`config.mk`:
```
export PLATFORM = sky130hd
export DESIGN_NAME = lcbb_ctrl
export DESIGN_NICKNAME = d
export VERILOG_FILES = /design/src/hw/lcbb_pkg.sv /design/src/hw/lcbb_ram.sv /design/src/hw/lcbb_ctrl.sv
export SDC_FILE = /design/constraint.sdc
export NUM_CORES = 2
export LEC_CHECK = 0
export BUFFER_PORTS_ARGS = -buffer_cell sky130_fd_sc_hd__buf_4
export CAP_MARGIN = 10
export CORE_AREA = 3 3 252 254
export CTS_BUF_LIST = sky130_fd_sc_hd__clkbuf_8
export DETAILED_ROUTE_END_ITERATION = 6
export DIE_AREA = 0 0 255 257
export GPL_ROUTABILITY_DRIVEN = 0
export PLACE_DENSITY = 0.79
export SYNTH_ARGS = -nofsm -noshare
export SYNTH_HDL_FRONTEND = slang
export SYNTH_HIERARCHICAL = 1
export SYNTH_SLANG_ARGS = --single-unit
```
`constraint.sdc`:
```
create_clock -name i_sys_clk -period 5.45 [get_ports i_sys_clk]
set_input_delay 0.8175 -clock i_sys_clk [delete_from_list [all_inputs] [get_ports i_sys_clk]]
set_output_delay 0.8175 -clock i_sys_clk [all_outputs]
set_load 0.01 [all_outputs]
```
`src/hw/lcbb_pkg.sv`:
```
// Constants, command codes and carrier types for the LCD timing and bank controller.
// Assumes a single 20 MHz system clock; every slower rate is an enable pulse.
package lcbb_pkg;

	// System clock and derived oscillator timing.
	localparam int SYS_CLK_HZ = 20_000_000;
	localparam int OSC_PRESCALE = 64;
	localparam int CLK_HZ_FF_HIGH = 3600;
	localparam int CLK_HZ_FF_LOW = 5280;
	localparam int OSC_CYC_FF_HIGH = SYS_CLK_HZ / (CLK_HZ_FF_HIGH * OSC_PRESCALE);
	localparam int OSC_CYC_FF_LOW = SYS_CLK_HZ / (CLK_HZ_FF_LOW * OSC_PRESCALE);
	localparam logic [6:0] OSC_LAST_FF_HIGH = 7'(OSC_CYC_FF_HIGH - 1);
	localparam logic [6:0] OSC_LAST_FF_LOW = 7'(OSC_CYC_FF_LOW - 1);
	localparam logic [5:0] PRESCALE_LAST = 6'(OSC_PRESCALE - 1);

	// Frame and blink division of the logic clock.
	localparam int FRAME_DIV = 24;
	localparam logic [4:0] FRAME_LAST = 5'(FRAME_DIV - 1);
	localparam int BLINK_DIV_1 = 768;
	localparam int BLINK_DIV_2 = 1536;
	localparam int BLINK_DIV_3 = 3072;
	localparam logic [10:0] BLINK_HALF_1 = 11'(BLINK_DIV_1 / 2);
	localparam logic [10:0] BLINK_HALF_2 = 11'(BLINK_DIV_2 / 2);
	localparam logic [10:0] BLINK_HALF_3 = 11'(BLINK_DIV_3 / 2);

	// Backplane slot boundaries inside one frame.
	localparam logic [4:0] SLOT_DUP = 5'h0C;
	localparam logic [4:0] SLOT_TRI = 5'h08;
	localparam logic [4:0] SLOT_QUAD = 5'h06;

	// Display memory geometry.
	localparam int COLS = 80;
	localparam int ROWS = 4;
	localparam logic [6:0] COL_LAST = 7'(COLS - 1);

	// Command opcodes, compared against the upper bits of the byte.
	localparam logic [3:0] OP_MODE_SET = 4'hC;
	localparam logic [5:0] OP_DEV_SEL = 6'h38;
	localparam logic [5:0] OP_BANK_SEL = 6'h3E;
	localparam logic [4:0] OP_BLINK_SEL = 5'h1E;

	// Drive mode field codes.
	localparam logic [1:0] MODE_STATIC = 2'h1;
	localparam logic [1:0] MODE_DUP = 2'h2;
	localparam logic [1:0] MODE_TRI = 2'h3;
	localparam logic [1:0] MODE_QUAD = 2'h0;

	// Values after reset.
	localparam logic [1:0] RST_MODE = MODE_QUAD;
	localparam logic [1:0] RST_RATE = 2'h0;
	localparam logic [1:0] RST_SUBADDR = 2'h0;

	typedef enum logic [1:0] {
		SCAN_IDLE = 2'b01,
		SCAN_RUN = 2'b10
	} lcbb_scan_e;

	typedef struct packed {
		logic valid;
		logic [7:0] data;
	} lcbb_cmd_s;

	typedef struct packed {
		logic valid;
		logic [6:0] col;
		logic [3:0] bits;
	} lcbb_wr_s;

endpackage

```
`src/hw/lcbb_ram.sv`:
```
// Display memory of 80 columns by 4 rows with a masked write port.
// Assumes one write and one read per clock; read data come from a register.
`timescale 1ns/100ps
module lcbb_ram
	import lcbb_pkg::*;
(
	// Clock.
	input wire logic i_sys_clk,
	// Write port.
	input wire logic i_we,
	input wire logic [6:0] i_wcol,
	input wire logic [3:0] i_wmask,
	input wire logic [3:0] i_wdata,
	// Read port.
	input wire logic [6:0] i_rcol,
	output logic [3:0] o_rdata
);

	logic [3:0] mem [COLS];

	always_ff @(posedge i_sys_clk) begin
		if (i_we && i_wcol <= COL_LAST) begin
			mem[i_wcol] <= (mem[i_wcol] & ~i_wmask) | (i_wdata & i_wmask);
		end
		o_rdata <= (i_rcol <= COL_LAST) ? mem[i_rcol] : 4'h0;
	end

endmodule // lcbb_ram

```
`src/hw/lcbb_ctrl.sv`:
```
// Command decoding, clock and frame timing, blinking and display output for the LCD driver.
// Assumes a serial front end that hands over command bytes and column-addressed data.
`timescale 1ns/100ps
module lcbb_ctrl
	import lcbb_pkg::*;
(
	// Clock and reset.
	input wire logic i_sys_clk,
	input wire logic i_nrst,
	// Command and display data from the serial front end.
	input wire lcbb_cmd_s i_cmd,
	input wire lcbb_wr_s i_wr,
	input wire logic i_ptr_wrap,
	// Straps.
	input wire logic i_osc_sel,
	input wire logic i_frame_rate_sel,
	input wire logic [1:0] i_hw_subaddr_pins,
	// Clock pin.
	input wire logic i_clk_pin,
	output logic o_clk_pin,
	output logic o_clk_oe_n,
	// Cascade sync pin, open drain.
	input wire logic i_sync_n,
	output logic o_sync_n,
	output logic o_sync_oe_n,
	// LCD drive, a 1 stands for the supply level.
	output logic [3:0] o_backplane_out,
	output logic [79:0] o_segment_out,
	output logic o_bias_half,
	// Status.
	output logic o_frame_freq,
	output logic [1:0] o_subaddr
);

	function automatic logic is_multi(input logic [1:0] mode);
		return (mode == MODE_TRI) || (mode == MODE_QUAD);
	endfunction

	function automatic logic [10:0] blink_half(input logic [1:0] rate);
		case (rate)
			2'h1: return BLINK_HALF_1;
			2'h2: return BLINK_HALF_2;
			default: return BLINK_HALF_3;
		endcase
	endfunction

	function automatic logic [1:0] bp_of(input logic [1:0] mode, input logic [4:0] ph);
		case (mode)
			MODE_STATIC: return 2'h0;
			MODE_DUP: return (ph < SLOT_DUP) ? 2'h0 : 2'h1;
			MODE_TRI: return (ph < SLOT_TRI) ? 2'h0 : (ph < 5'(2 * SLOT_TRI)) ? 2'h1 : 2'h2;
			default: return (ph < SLOT_QUAD) ? 2'h0 : (ph < 5'(2 * SLOT_QUAD)) ? 2'h1 :
				(ph < 5'(3 * SLOT_QUAD)) ? 2'h2 : 2'h3;
		endcase
	endfunction

	// Control state loaded by commands.
	logic [1:0] subaddr, next_subaddr;
	logic in_bank, next_in_bank;
	logic out_bank, next_out_bank;
	logic alt_blink, next_alt_blink;
	logic [1:0] rate, next_rate;
	logic disp_en, next_disp_en;
	logic bias_half, next_bias_half;
	logic [1:0] mode, next_mode;

	always_comb begin
		next_subaddr = subaddr;
		next_in_bank = in_bank;
		next_out_bank = out_bank;
		next_alt_blink = alt_blink;
		next_rate = rate;
		next_disp_en = disp_en;
		next_bias_half = bias_half;
		next_mode = mode;
		if (i_ptr_wrap) begin
			next_subaddr = subaddr + 2'h1;
		end
		if (i_cmd.valid) begin
			if (i_cmd.data[7:4] == OP_MODE_SET) begin
				next_disp_en = i_cmd.data[3];
				next_bias_half = i_cmd.data[2];
				next_mode = i_cmd.data[1:0];
			end else if (i_cmd.data[7:2] == OP_DEV_SEL) begin
				next_subaddr = i_cmd.data[1:0];
			end else if (i_cmd.data[7:2] == OP_BANK_SEL) begin
				if (!is_multi(mode)) begin
					next_in_bank = i_cmd.data[1];
					next_out_bank = i_cmd.data[0];
				end
			end else if (i_cmd.data[7:3] == OP_BLINK_SEL) begin
				next_alt_blink = i_cmd.data[2];
				next_rate = i_cmd.data[1:0];
			end
		end
	end

	always_ff @(posedge i_sys_clk) begin
		if (!i_nrst) begin
			subaddr <= RST_SUBADDR;
			in_bank <= 1'b0;
			out_bank <= 1'b0;
			alt_blink <= 1'b0;
			rate <= RST_RATE;
			disp_en <= 1'b0;
			bias_half <= 1'b0;
			mode <= RST_MODE;
		end else begin
			subaddr <= next_subaddr;
			in_bank <= next_in_bank;
			out_bank <= next_out_bank;
			alt_blink <= next_alt_blink;
			rate <= next_rate;
			disp_en <= next_disp_en;
			bias_half <= next_bias_half;
			mode <= next_mode;
		end
	end

	// Display data write. Only the row bank is chosen here; column stepping belongs
	// to the front end, which reports wraps that advance the subaddress here.
	logic ram_we;
	logic [3:0] wmask;
	logic [3:0] wdata;
	logic [3:0] rdata;
	logic [6:0] scan_col, next_scan_col;

	always_comb begin
		ram_we = i_wr.valid && (subaddr == i_hw_subaddr_pins);
		case (mode)
			MODE_STATIC: begin
				wmask = in_bank ? 4'h4 : 4'h1;
				wdata = in_bank ? {1'b0, i_wr.bits[0], 2'h0} : {3'h0, i_wr.bits[0]};
			end
			MODE_DUP: begin
				wmask = in_bank ? 4'hC : 4'h3;
				wdata = in_bank ? {i_wr.bits[1:0], 2'h0} : {2'h0, i_wr.bits[1:0]};
			end
			MODE_TRI: begin
				wmask = 4'h7;
				wdata = i_wr.bits;
			end
			default: begin
				wmask = 4'hF;
				wdata = i_wr.bits;
			end
		endcase
	end

	lcbb_ram u_ram (
		.i_sys_clk(i_sys_clk),
		.i_we(ram_we),
		.i_wcol(i_wr.col),
		.i_wmask(wmask),
		.i_wdata(wdata),
		.i_rcol(scan_col),
		.o_rdata(rdata)
	);

	// Logic clock: internal oscillator divided by 64, or the clock pin itself.
	logic [6:0] osc_cnt, next_osc_cnt;
	logic [5:0] pre_cnt, next_pre_cnt;
	logic clk_pin_d, next_clk_pin_d;
	logic osc_pulse;
	logic tick;

	always_comb begin
		logic [6:0] osc_last;
		osc_last = i_frame_rate_sel ? OSC_LAST_FF_HIGH : OSC_LAST_FF_LOW;
		osc_pulse = !i_osc_sel && (osc_cnt >= osc_last);
		next_osc_cnt = (osc_pulse || i_osc_sel) ? 7'h00 : osc_cnt + 7'h01;
		next_pre_cnt = osc_pulse ? pre_cnt + 6'h01 : pre_cnt;
		next_clk_pin_d = i_clk_pin;
		if (i_osc_sel) begin
			tick = i_clk_pin && !clk_pin_d;
		end else begin
			tick = osc_pulse && (pre_cnt == PRESCALE_LAST);
		end
	end

	always_ff @(posedge i_sys_clk) begin
		if (!i_nrst) begin
			osc_cnt <= 7'h00;
			pre_cnt <= 6'h00;
			clk_pin_d <= 1'b0;
		end else begin
			osc_cnt <= next_osc_cnt;
			pre_cnt <= next_pre_cnt;
			clk_pin_d <= next_clk_pin_d;
		end
	end

	// Frame phase, sync alignment and blink timebase, all stepped by the logic clock.
	logic [4:0] phase, next_phase;
	logic [10:0] blink_cnt, next_blink_cnt;
	logic blink_ph, next_blink_ph;
	logic realign;
	logic scan_start;

	always_comb begin
		next_phase = phase;
		next_blink_cnt = blink_cnt;
		next_blink_ph = blink_ph;
		// Another device pulling sync low outside our phase 0 marks its frame start.
		realign = tick && !i_sync_n && (phase != 5'h00);
		if (realign) begin
			next_phase = 5'h01;
		end else if (tick) begin
			next_phase = (phase == FRAME_LAST) ? 5'h00 : phase + 5'h01;
		end
		scan_start = realign || (tick && next_phase == 5'h00);
		if (i_cmd.valid && i_cmd.data[7:3] == OP_BLINK_SEL) begin
			next_blink_cnt = 11'h000;
			next_blink_ph = 1'b0;
		end else if (rate == 2'h0) begin
			next_blink_cnt = 11'h000;
			next_blink_ph = 1'b0;
		end else if (tick) begin
			if (blink_cnt >= blink_half(rate) - 11'h001) begin
				next_blink_cnt = 11'h000;
				next_blink_ph = !blink_ph;
			end else begin
				next_blink_cnt = blink_cnt + 11'h001;
			end
		end
	end

	always_ff @(posedge i_sys_clk) begin
		if (!i_nrst) begin
			phase <= 5'h00;
			blink_cnt <= 11'h000;
			blink_ph <= 1'b0;
		end else begin
			phase <= next_phase;
			blink_cnt <= next_blink_cnt;
			blink_ph <= next_blink_ph;
		end
	end

	// Once per frame the memory is copied into the output image, so every
	// cascaded device switches to new data at the same frame boundary.
	lcbb_scan_e scan_state, next_scan_state;
	logic scan_vld, next_scan_vld;
	logic [6:0] scan_col_d, next_scan_col_d;
	logic [3:0][79:0] img, next_img;

	always_comb begin
		next_scan_state = scan_state;
		next_scan_col = scan_col;
		next_scan_vld = 1'b0;
		next_scan_col_d = scan_col;
		next_img = img;
		case (scan_state)
			SCAN_IDLE: begin
				if (scan_start) begin
					next_scan_state = SCAN_RUN;
					next_scan_col = 7'h00;
				end
			end
			SCAN_RUN: begin
				next_scan_vld = 1'b1;
				if (scan_col == COL_LAST) begin
					next_scan_state = SCAN_IDLE;
				end else begin
					next_scan_col = scan_col + 7'h01;
				end
			end
			default: begin
				next_scan_state = SCAN_IDLE;
			end
		endcase
		if (scan_vld) begin
			for (int r = 0; r < ROWS; r++) begin
				next_img[r][scan_col_d] = rdata[r];
			end
		end
	end

	always_ff @(posedge i_sys_clk) begin
		if (!i_nrst) begin
			scan_state <= SCAN_IDLE;
			scan_col <= 7'h00;
			scan_vld <= 1'b0;
			scan_col_d <= 7'h00;
			img <= '0;
		end else begin
			scan_state <= next_scan_state;
			scan_col <= next_scan_col;
			scan_vld <= next_scan_vld;
			scan_col_d <= next_scan_col_d;
			img <= next_img;
		end
	end

	// Output drive.
	logic blank;
	logic bank_eff;
	logic [1:0] bp;
	logic [1:0] row;
	logic [3:0] next_bp_out;
	logic [79:0] next_seg_out;
	logic next_clk_pin;
	logic next_sync_oe_n;
	logic next_frame_freq;

	always_comb begin
		// Whole-display blink has no effect in static or 1:2 drive.
		blank = !disp_en || (!alt_blink && rate != 2'h0 && is_multi(mode) && blink_ph);
		bank_eff = out_bank ^ (alt_blink && rate != 2'h0 && !is_multi(mode) && blink_ph);
		bp = bp_of(mode, phase);
		case (mode)
			MODE_STATIC: row = {bank_eff, 1'b0};
			MODE_DUP: row = {bank_eff, bp[0]};
			default: row = bp;
		endcase
		if (blank) begin
			next_bp_out = 4'hF;
			next_seg_out = '1;
		end else begin
			next_bp_out = 4'h1 << bp;
			next_seg_out = img[row];
		end
		next_clk_pin = pre_cnt[5];
		next_sync_oe_n = (phase != 5'h00);
		next_frame_freq = tick && (next_phase == 5'h00);
	end

	always_ff @(posedge i_sys_clk) begin
		if (!i_nrst) begin
			o_backplane_out <= 4'hF;
			o_segment_out <= '1;
			o_clk_pin <= 1'b0;
			o_sync_oe_n <= 1'b1;
			o_frame_freq <= 1'b0;
		end else begin
			o_backplane_out <= next_bp_out;
			o_segment_out <= next_seg_out;
			o_clk_pin <= next_clk_pin;
			o_sync_oe_n <= next_sync_oe_n;
			o_frame_freq <= next_frame_freq;
		end
	end

	assign o_clk_oe_n = i_osc_sel;
	assign o_sync_n = 1'b0;
	assign o_bias_half = bias_half;
	assign o_subaddr = subaddr;
endmodule // lcbb_ctrl

```
* After elaboration in Yosys (flattened, before gate mapping)
Memory sizes are Yosys's and may differ from the RTL's. A register that Yosys moved wholly into a read port is not among the register bits.
Cells that the tools add are included.
** Storage, ports and cells
- Flip-flop bits (word level) :: 466
- Latch bits :: 0
- RAM bits :: 320
- ROM bits :: 0
- Output and inout port bits :: 92
- Memories kept :: 1
** Cells by class
- Add/sub/neg operators :: 7
- Multiply operators :: 0
- Divide/modulo/power cells :: 0
- $lt $le $gt $ge :: 12
- Equal/unequal tests :: 18
- Shift operators :: 1
- Muxes and demuxes :: 45
- Bitwise operators :: 10
- Reductions and logical operators :: 43
** Memories
- u_ram.mem :: depth 80, width 4, rd ports 2, clocked after Yosys merged registers in 1, write ports 1, RTL line lcbb_ram.sv:19 : logic [3:0] mem [COLS];
** Operators with widths (count)
- bitwise mux 80 bit :: 4
- binary-select mux 80 bit (select 2 bit) :: 1
- two-way mux 80 bit :: 1
- two-way mux 11 bit :: 4
- case mux 11 bit (2 select lines) :: 1
- two-way mux 7 bit :: 3
- two-way mux 2 bit :: 10
- equality test 6 bit, second input constant :: 3
- logical AND 1 bit :: 16
- two-way mux 5 bit :: 3
- adder 7 x 1 -> 7 bit, second input constant :: 2
- less-or-equal comparator 7 bit, second input constant :: 2
- case mux 7 bit (2 select lines) :: 1
- case mux 4 bit (3 select lines) :: 1
- adder 11 x 1 -> 11 bit, second input constant :: 1
- >= comparator 11 bit :: 1
- subtractor 11 x 1 -> 11 bit, second input constant :: 1
- equality test 5 bit, second input constant :: 2
- less-than comparator 5 x 4 -> 1 bit, second input constant :: 2
- less-than comparator 5 bit, second input constant :: 2
- AND reduction 5 bit :: 2
- AND 4 bit :: 2
- equality test 2 bit, second input constant :: 4
- zero test 1 bit :: 8
- 34 further kinds :: 59

* Longest topological paths before layout
- Depth in word-level cells :: 13
- Gate-level depth with buffers :: 10
- Gate-level depth less buffers :: 9

* By module
The synthesis kept the hierarchy.
** By module, submodules not included
- lcbb_ctrl :: instances 1, cells each 2586, area each 19889.1 um^2
- lcbb_ram :: instances 1, cells each 950, area each 15581.2 um^2

* Least setup slack after synthesis
Ideal clock, no wire load.
- Path kind :: input to register
- Start point :: input i_wr[4] (netlist bit)
- End point :: memory u_ram.mem[0][3], data pin
- Setup time :: 678 ps
- Data arrival time :: 4623 ps
- Required time :: 4772 ps
- Setup slack :: 149 ps
- Stages on the path :: 9
- Cell sequence :: buf_4 buf_2 inv_1 clkbuf_1 mux4_2 and3_1 a21oi_1 a41oi_1 a41oi_1
** Between the ends
- Cells in the longest elaborated chain, start to end :: 3
** Ends and longest elaborated chain
- start: declaration :: RTL line lcbb_ctrl.sv:12 : input wire lcbb_wr_s i_wr,
- memory (80 x 4 bit)
- AND 4 bit :: RTL line lcbb_ram.sv:23 : mem[i_wcol] <= (mem[i_wcol] & ~i_wmask) | (i_wdata & i_wmask);
- OR 4 bit :: RTL line lcbb_ram.sv:23
- end: declaration :: RTL line lcbb_ram.sv:19
No other way between the ends.

* Worst setup path in the final report
- Start point :: input i_wr[5] (netlist bit)
- End point :: memory u_ram.mem[46][0], data pin
Same word-level chain as after synthesis.

==> results.ini <==
[die]
dieArea_um2 = 65500
fp.dieH_um = 257
floorplan.initialDensity = 0.577
std_cell_rows = 91
io_pins = 122
die_w_um = 255
placeableCoreArea_um2 = 61500

[grt]
grt_first_pass_wirelength_mm = 150
globalRouteTotalUtil = 0.292
initial_antenna_violation_count = 1
grt_pass1_vias = 26380
grt_start_max_net_pins = 216
globalRouteOverflowTotal = 0

[clock_network]
cts.path.max_buffers = 3
cts_root_buffer = clkbuf_8
clock_sink_count = 790
clk_latency_ps = 770
clkTransAtPathRegs_ps = 50
tritoncts.num_buffers = 130
cts_resized = 0
tritoncts_clock_tree = yes
cts_hold_buf = 0
cts_max_level = 4
post_cts_setup_buffer_count = 0

[timing]
totalNegativeSetupSlack_ps = 0
slew_headroom = 0.219
finalWorstSetupSlack_ps = 1670
share_of_the_clock_period_used_by_the_worst_path = 0.694
setup-violations-final = 0
minimum_clock_period_ps = 3780
max_slew.worst_pin.slew_ps = 1170
hold_viol_final = 0
timing.final.max_slew_violations = 0
rsz_0062_raised_after_global_routing = no
fmax_ghz = 0.264
skew_ps = 26.1

[finish]
areaGrowthSynthToFinish_pct = 10.6
layout.filler_cells = 4735
most-common-layout-cells = nand2_1, dfxtp_1, edfxtp_1
drive_above_1_share = 0.152
design.final.nets = 3597
layout_commonest_cell = nand2_1

[power]
pwr_cell_area_nw_per_um2 = 297
vdd.ir_drop.worst_mv = 0.220
total_power_mw = 11.7
power.leakage_nw = 12.9

[yosys]
yosys_register_bits = 790
yosysWarnings = 6
combinational_family_with_the_most_area_after_synthesis = simple AND/OR/NAND/NOR gates
synth_sequential_area_ratio = 0.536
post_synthesis_adder_cell_area_fraction = 0.00917
synthMuxAreaShare = 0.116
synthDistinctLibCells = 83
syn-mean-instance-area_um2 = 10.0
net_count_after_synthesis = 3592
asyncSetResetFlopFracSynth = 0
number_of_enable_flip_flop_cells_after_synthesis = 320
postSynth.topFlopCell = dfxtp_1
synth_xor_area_frac = 0.00420
post_synth_inst_count = 3536
post_synthesis_simple_gate_area_fraction = 0.194
synth_area_um2 = 35500
synth_compound_gate_area_share = 0.100

[detailed_routing]
via_per_inst = 6.36
routed_via_count = 28193
drcViolationCount = 3
routedWlPerCell_um = 21.7
drt_iter0_markers = 3886
final_antenna_net_count = 0
firstDrtPassIters = 7
wirelength_mm = 96.1

[critical_path]
critPathKind = input pin to flop
cp_data_required_time_ps = 5890
timing.critical_path.fanout_max = 47
worstSetupStartpointType = input pin
critPathCaptureType = flop
arrival_ps = 4220

[flow_run]
max_cap_viol_count = 0

[placement]
dp_slack_ps = 1030
place.detailed.hpwl_mm = 58.1
port_buffers = 120

[outcome]
run_status = finished, violations left
failed_checks = design-rule violations

[worst_hold_path]
hold_class = input pin to flop

==> stage by stage <==
step | std cells | cell area (um^2) | hold slack (ps) | utilization
after floorplan | 3536 | 35500 | 426 | -
after global placement | 4198 | 36700 | 442 | 0.597
after global routing | 4430 | 39200 | 246 | 0.638
after CTS | 4428 | 39200 | 230 | 0.638
final | 4430 | 39200 | 289 | 0.638
after detailed placement | 4198 | 36700 | 447 | 0.597
==> report_power, final <==
part / switching [mW] / total, mW / leakage [nW] / internal, mW
clock network: 2.37 / 5.01 / 1.45 / 2.65
registers: 0.00830 / 6.19 / 6.67 / 6.18
logic: 0.315 / 0.461 / 4.78 / 0.146
total: 2.69 / 11.7 / 12.9 / 8.97
==> area by class of cell <==
cell class / instances / area (um^2) / area share
timing repair buffer: 172 / 1370 / 0.0348
inverter: 39 / 154 / 0.00392
sequential: 790 / 19000 / 0.485
tap: 790 / 988 / 0.0252
clock buffer: 149 / 2050 / 0.0523
clock inverter: 81 / 453 / 0.0115
multi-input combinational: 2408 / 15200 / 0.387
antenna: 1 / 2.50 / 0.0000638
==> critical path, stage by stage <==
cell and delay, ps:
buf_4 260, buf_4 280, and2_1 390, a22o_1 340, a222oi_1 340, a21oi_1 120
a2111oi_0 780, o2bb2ai_4 410, buf_4 430
==> synthesized netlist by cell type (26+ instances only) <==
| cell type | n | share of area |
|---|---|---|
| nand2_1 | 719 | 0.076 |
| dfxtp_1 | 470 | 0.27 |
| edfxtp_1 | 320 | 0.27 |
| a21oi_1 | 306 | 0.043 |
| nand3_1 | 291 | 0.041 |
| clkbuf_1 | 215 | 0.023 |
| nor2_1 | 215 | 0.023 |
| and3_1 | 178 | 0.031 |
| mux4_2 | 121 | 0.077 |
| mux2i_1 | 90 | 0.025 |
| o21ai_1 | 83 | 0.012 |
| buf_2 | 47 | 0.0066 |
| mux2_2 | 43 | 0.014 |
| inv_1 | 39 | 0.0041 |
| o21ai_0 | 37 | 0.0052 |
| a221oi_1 | 36 | 0.0089 |
| ha_1 | 26 | 0.0092 |
==> state kept, by name, summed over array words and instances, names as in the netlist, 4 cells and up <==
signal	count
img	320
u_ram/mem	320
o_segment_out	80
blink_cnt	11
next_scan_col_d	7
osc_cnt	7
scan_col_d	7
pre_cnt	6
phase	5
o_backplane_out	4
u_ram/o_rdata	4
==> final timing paths <==
kind / startpoint / end / slack (ps) / depth (start not counted)
worst min register to register: img[42]$_SDFFE_PN0P_ / img[42]$_SDFFE_PN0P_ / 450 / 2
worst min-delay path: i_clk_pin / clk_pin_d$_SDFF_PN0_ / 290 / 2
worst max register to register: mode[0]$_SDFFE_PN0P_ / u_ram/mem[46][0]$_DFFE_PP_ / 2110 / 8
worst max-delay path: i_wr[5] / u_ram/mem[46][0]$_DFFE_PP_ / 1670 / 9
==> kinds of logic after synthesis <==
logic type	after synthesis
AOI/OAI and AO/OA	591
xor gates and xnor gates	17
adders and majority gates	26
buffers and inverters	338
DFF	790
muxes	254
other	1
and+or+nand+nor	1519
==> per-layer routing <==
metal,GRT usage,up-vias,part of all wire
met2,0.438,1777,0.45
met3,0.0972,367,0.12
met4,0.121,0,0.044
met5,0,-,0
li1,-,12697,-
met1,0.391,13352,0.38
Power figures use the tool's default switching activity.
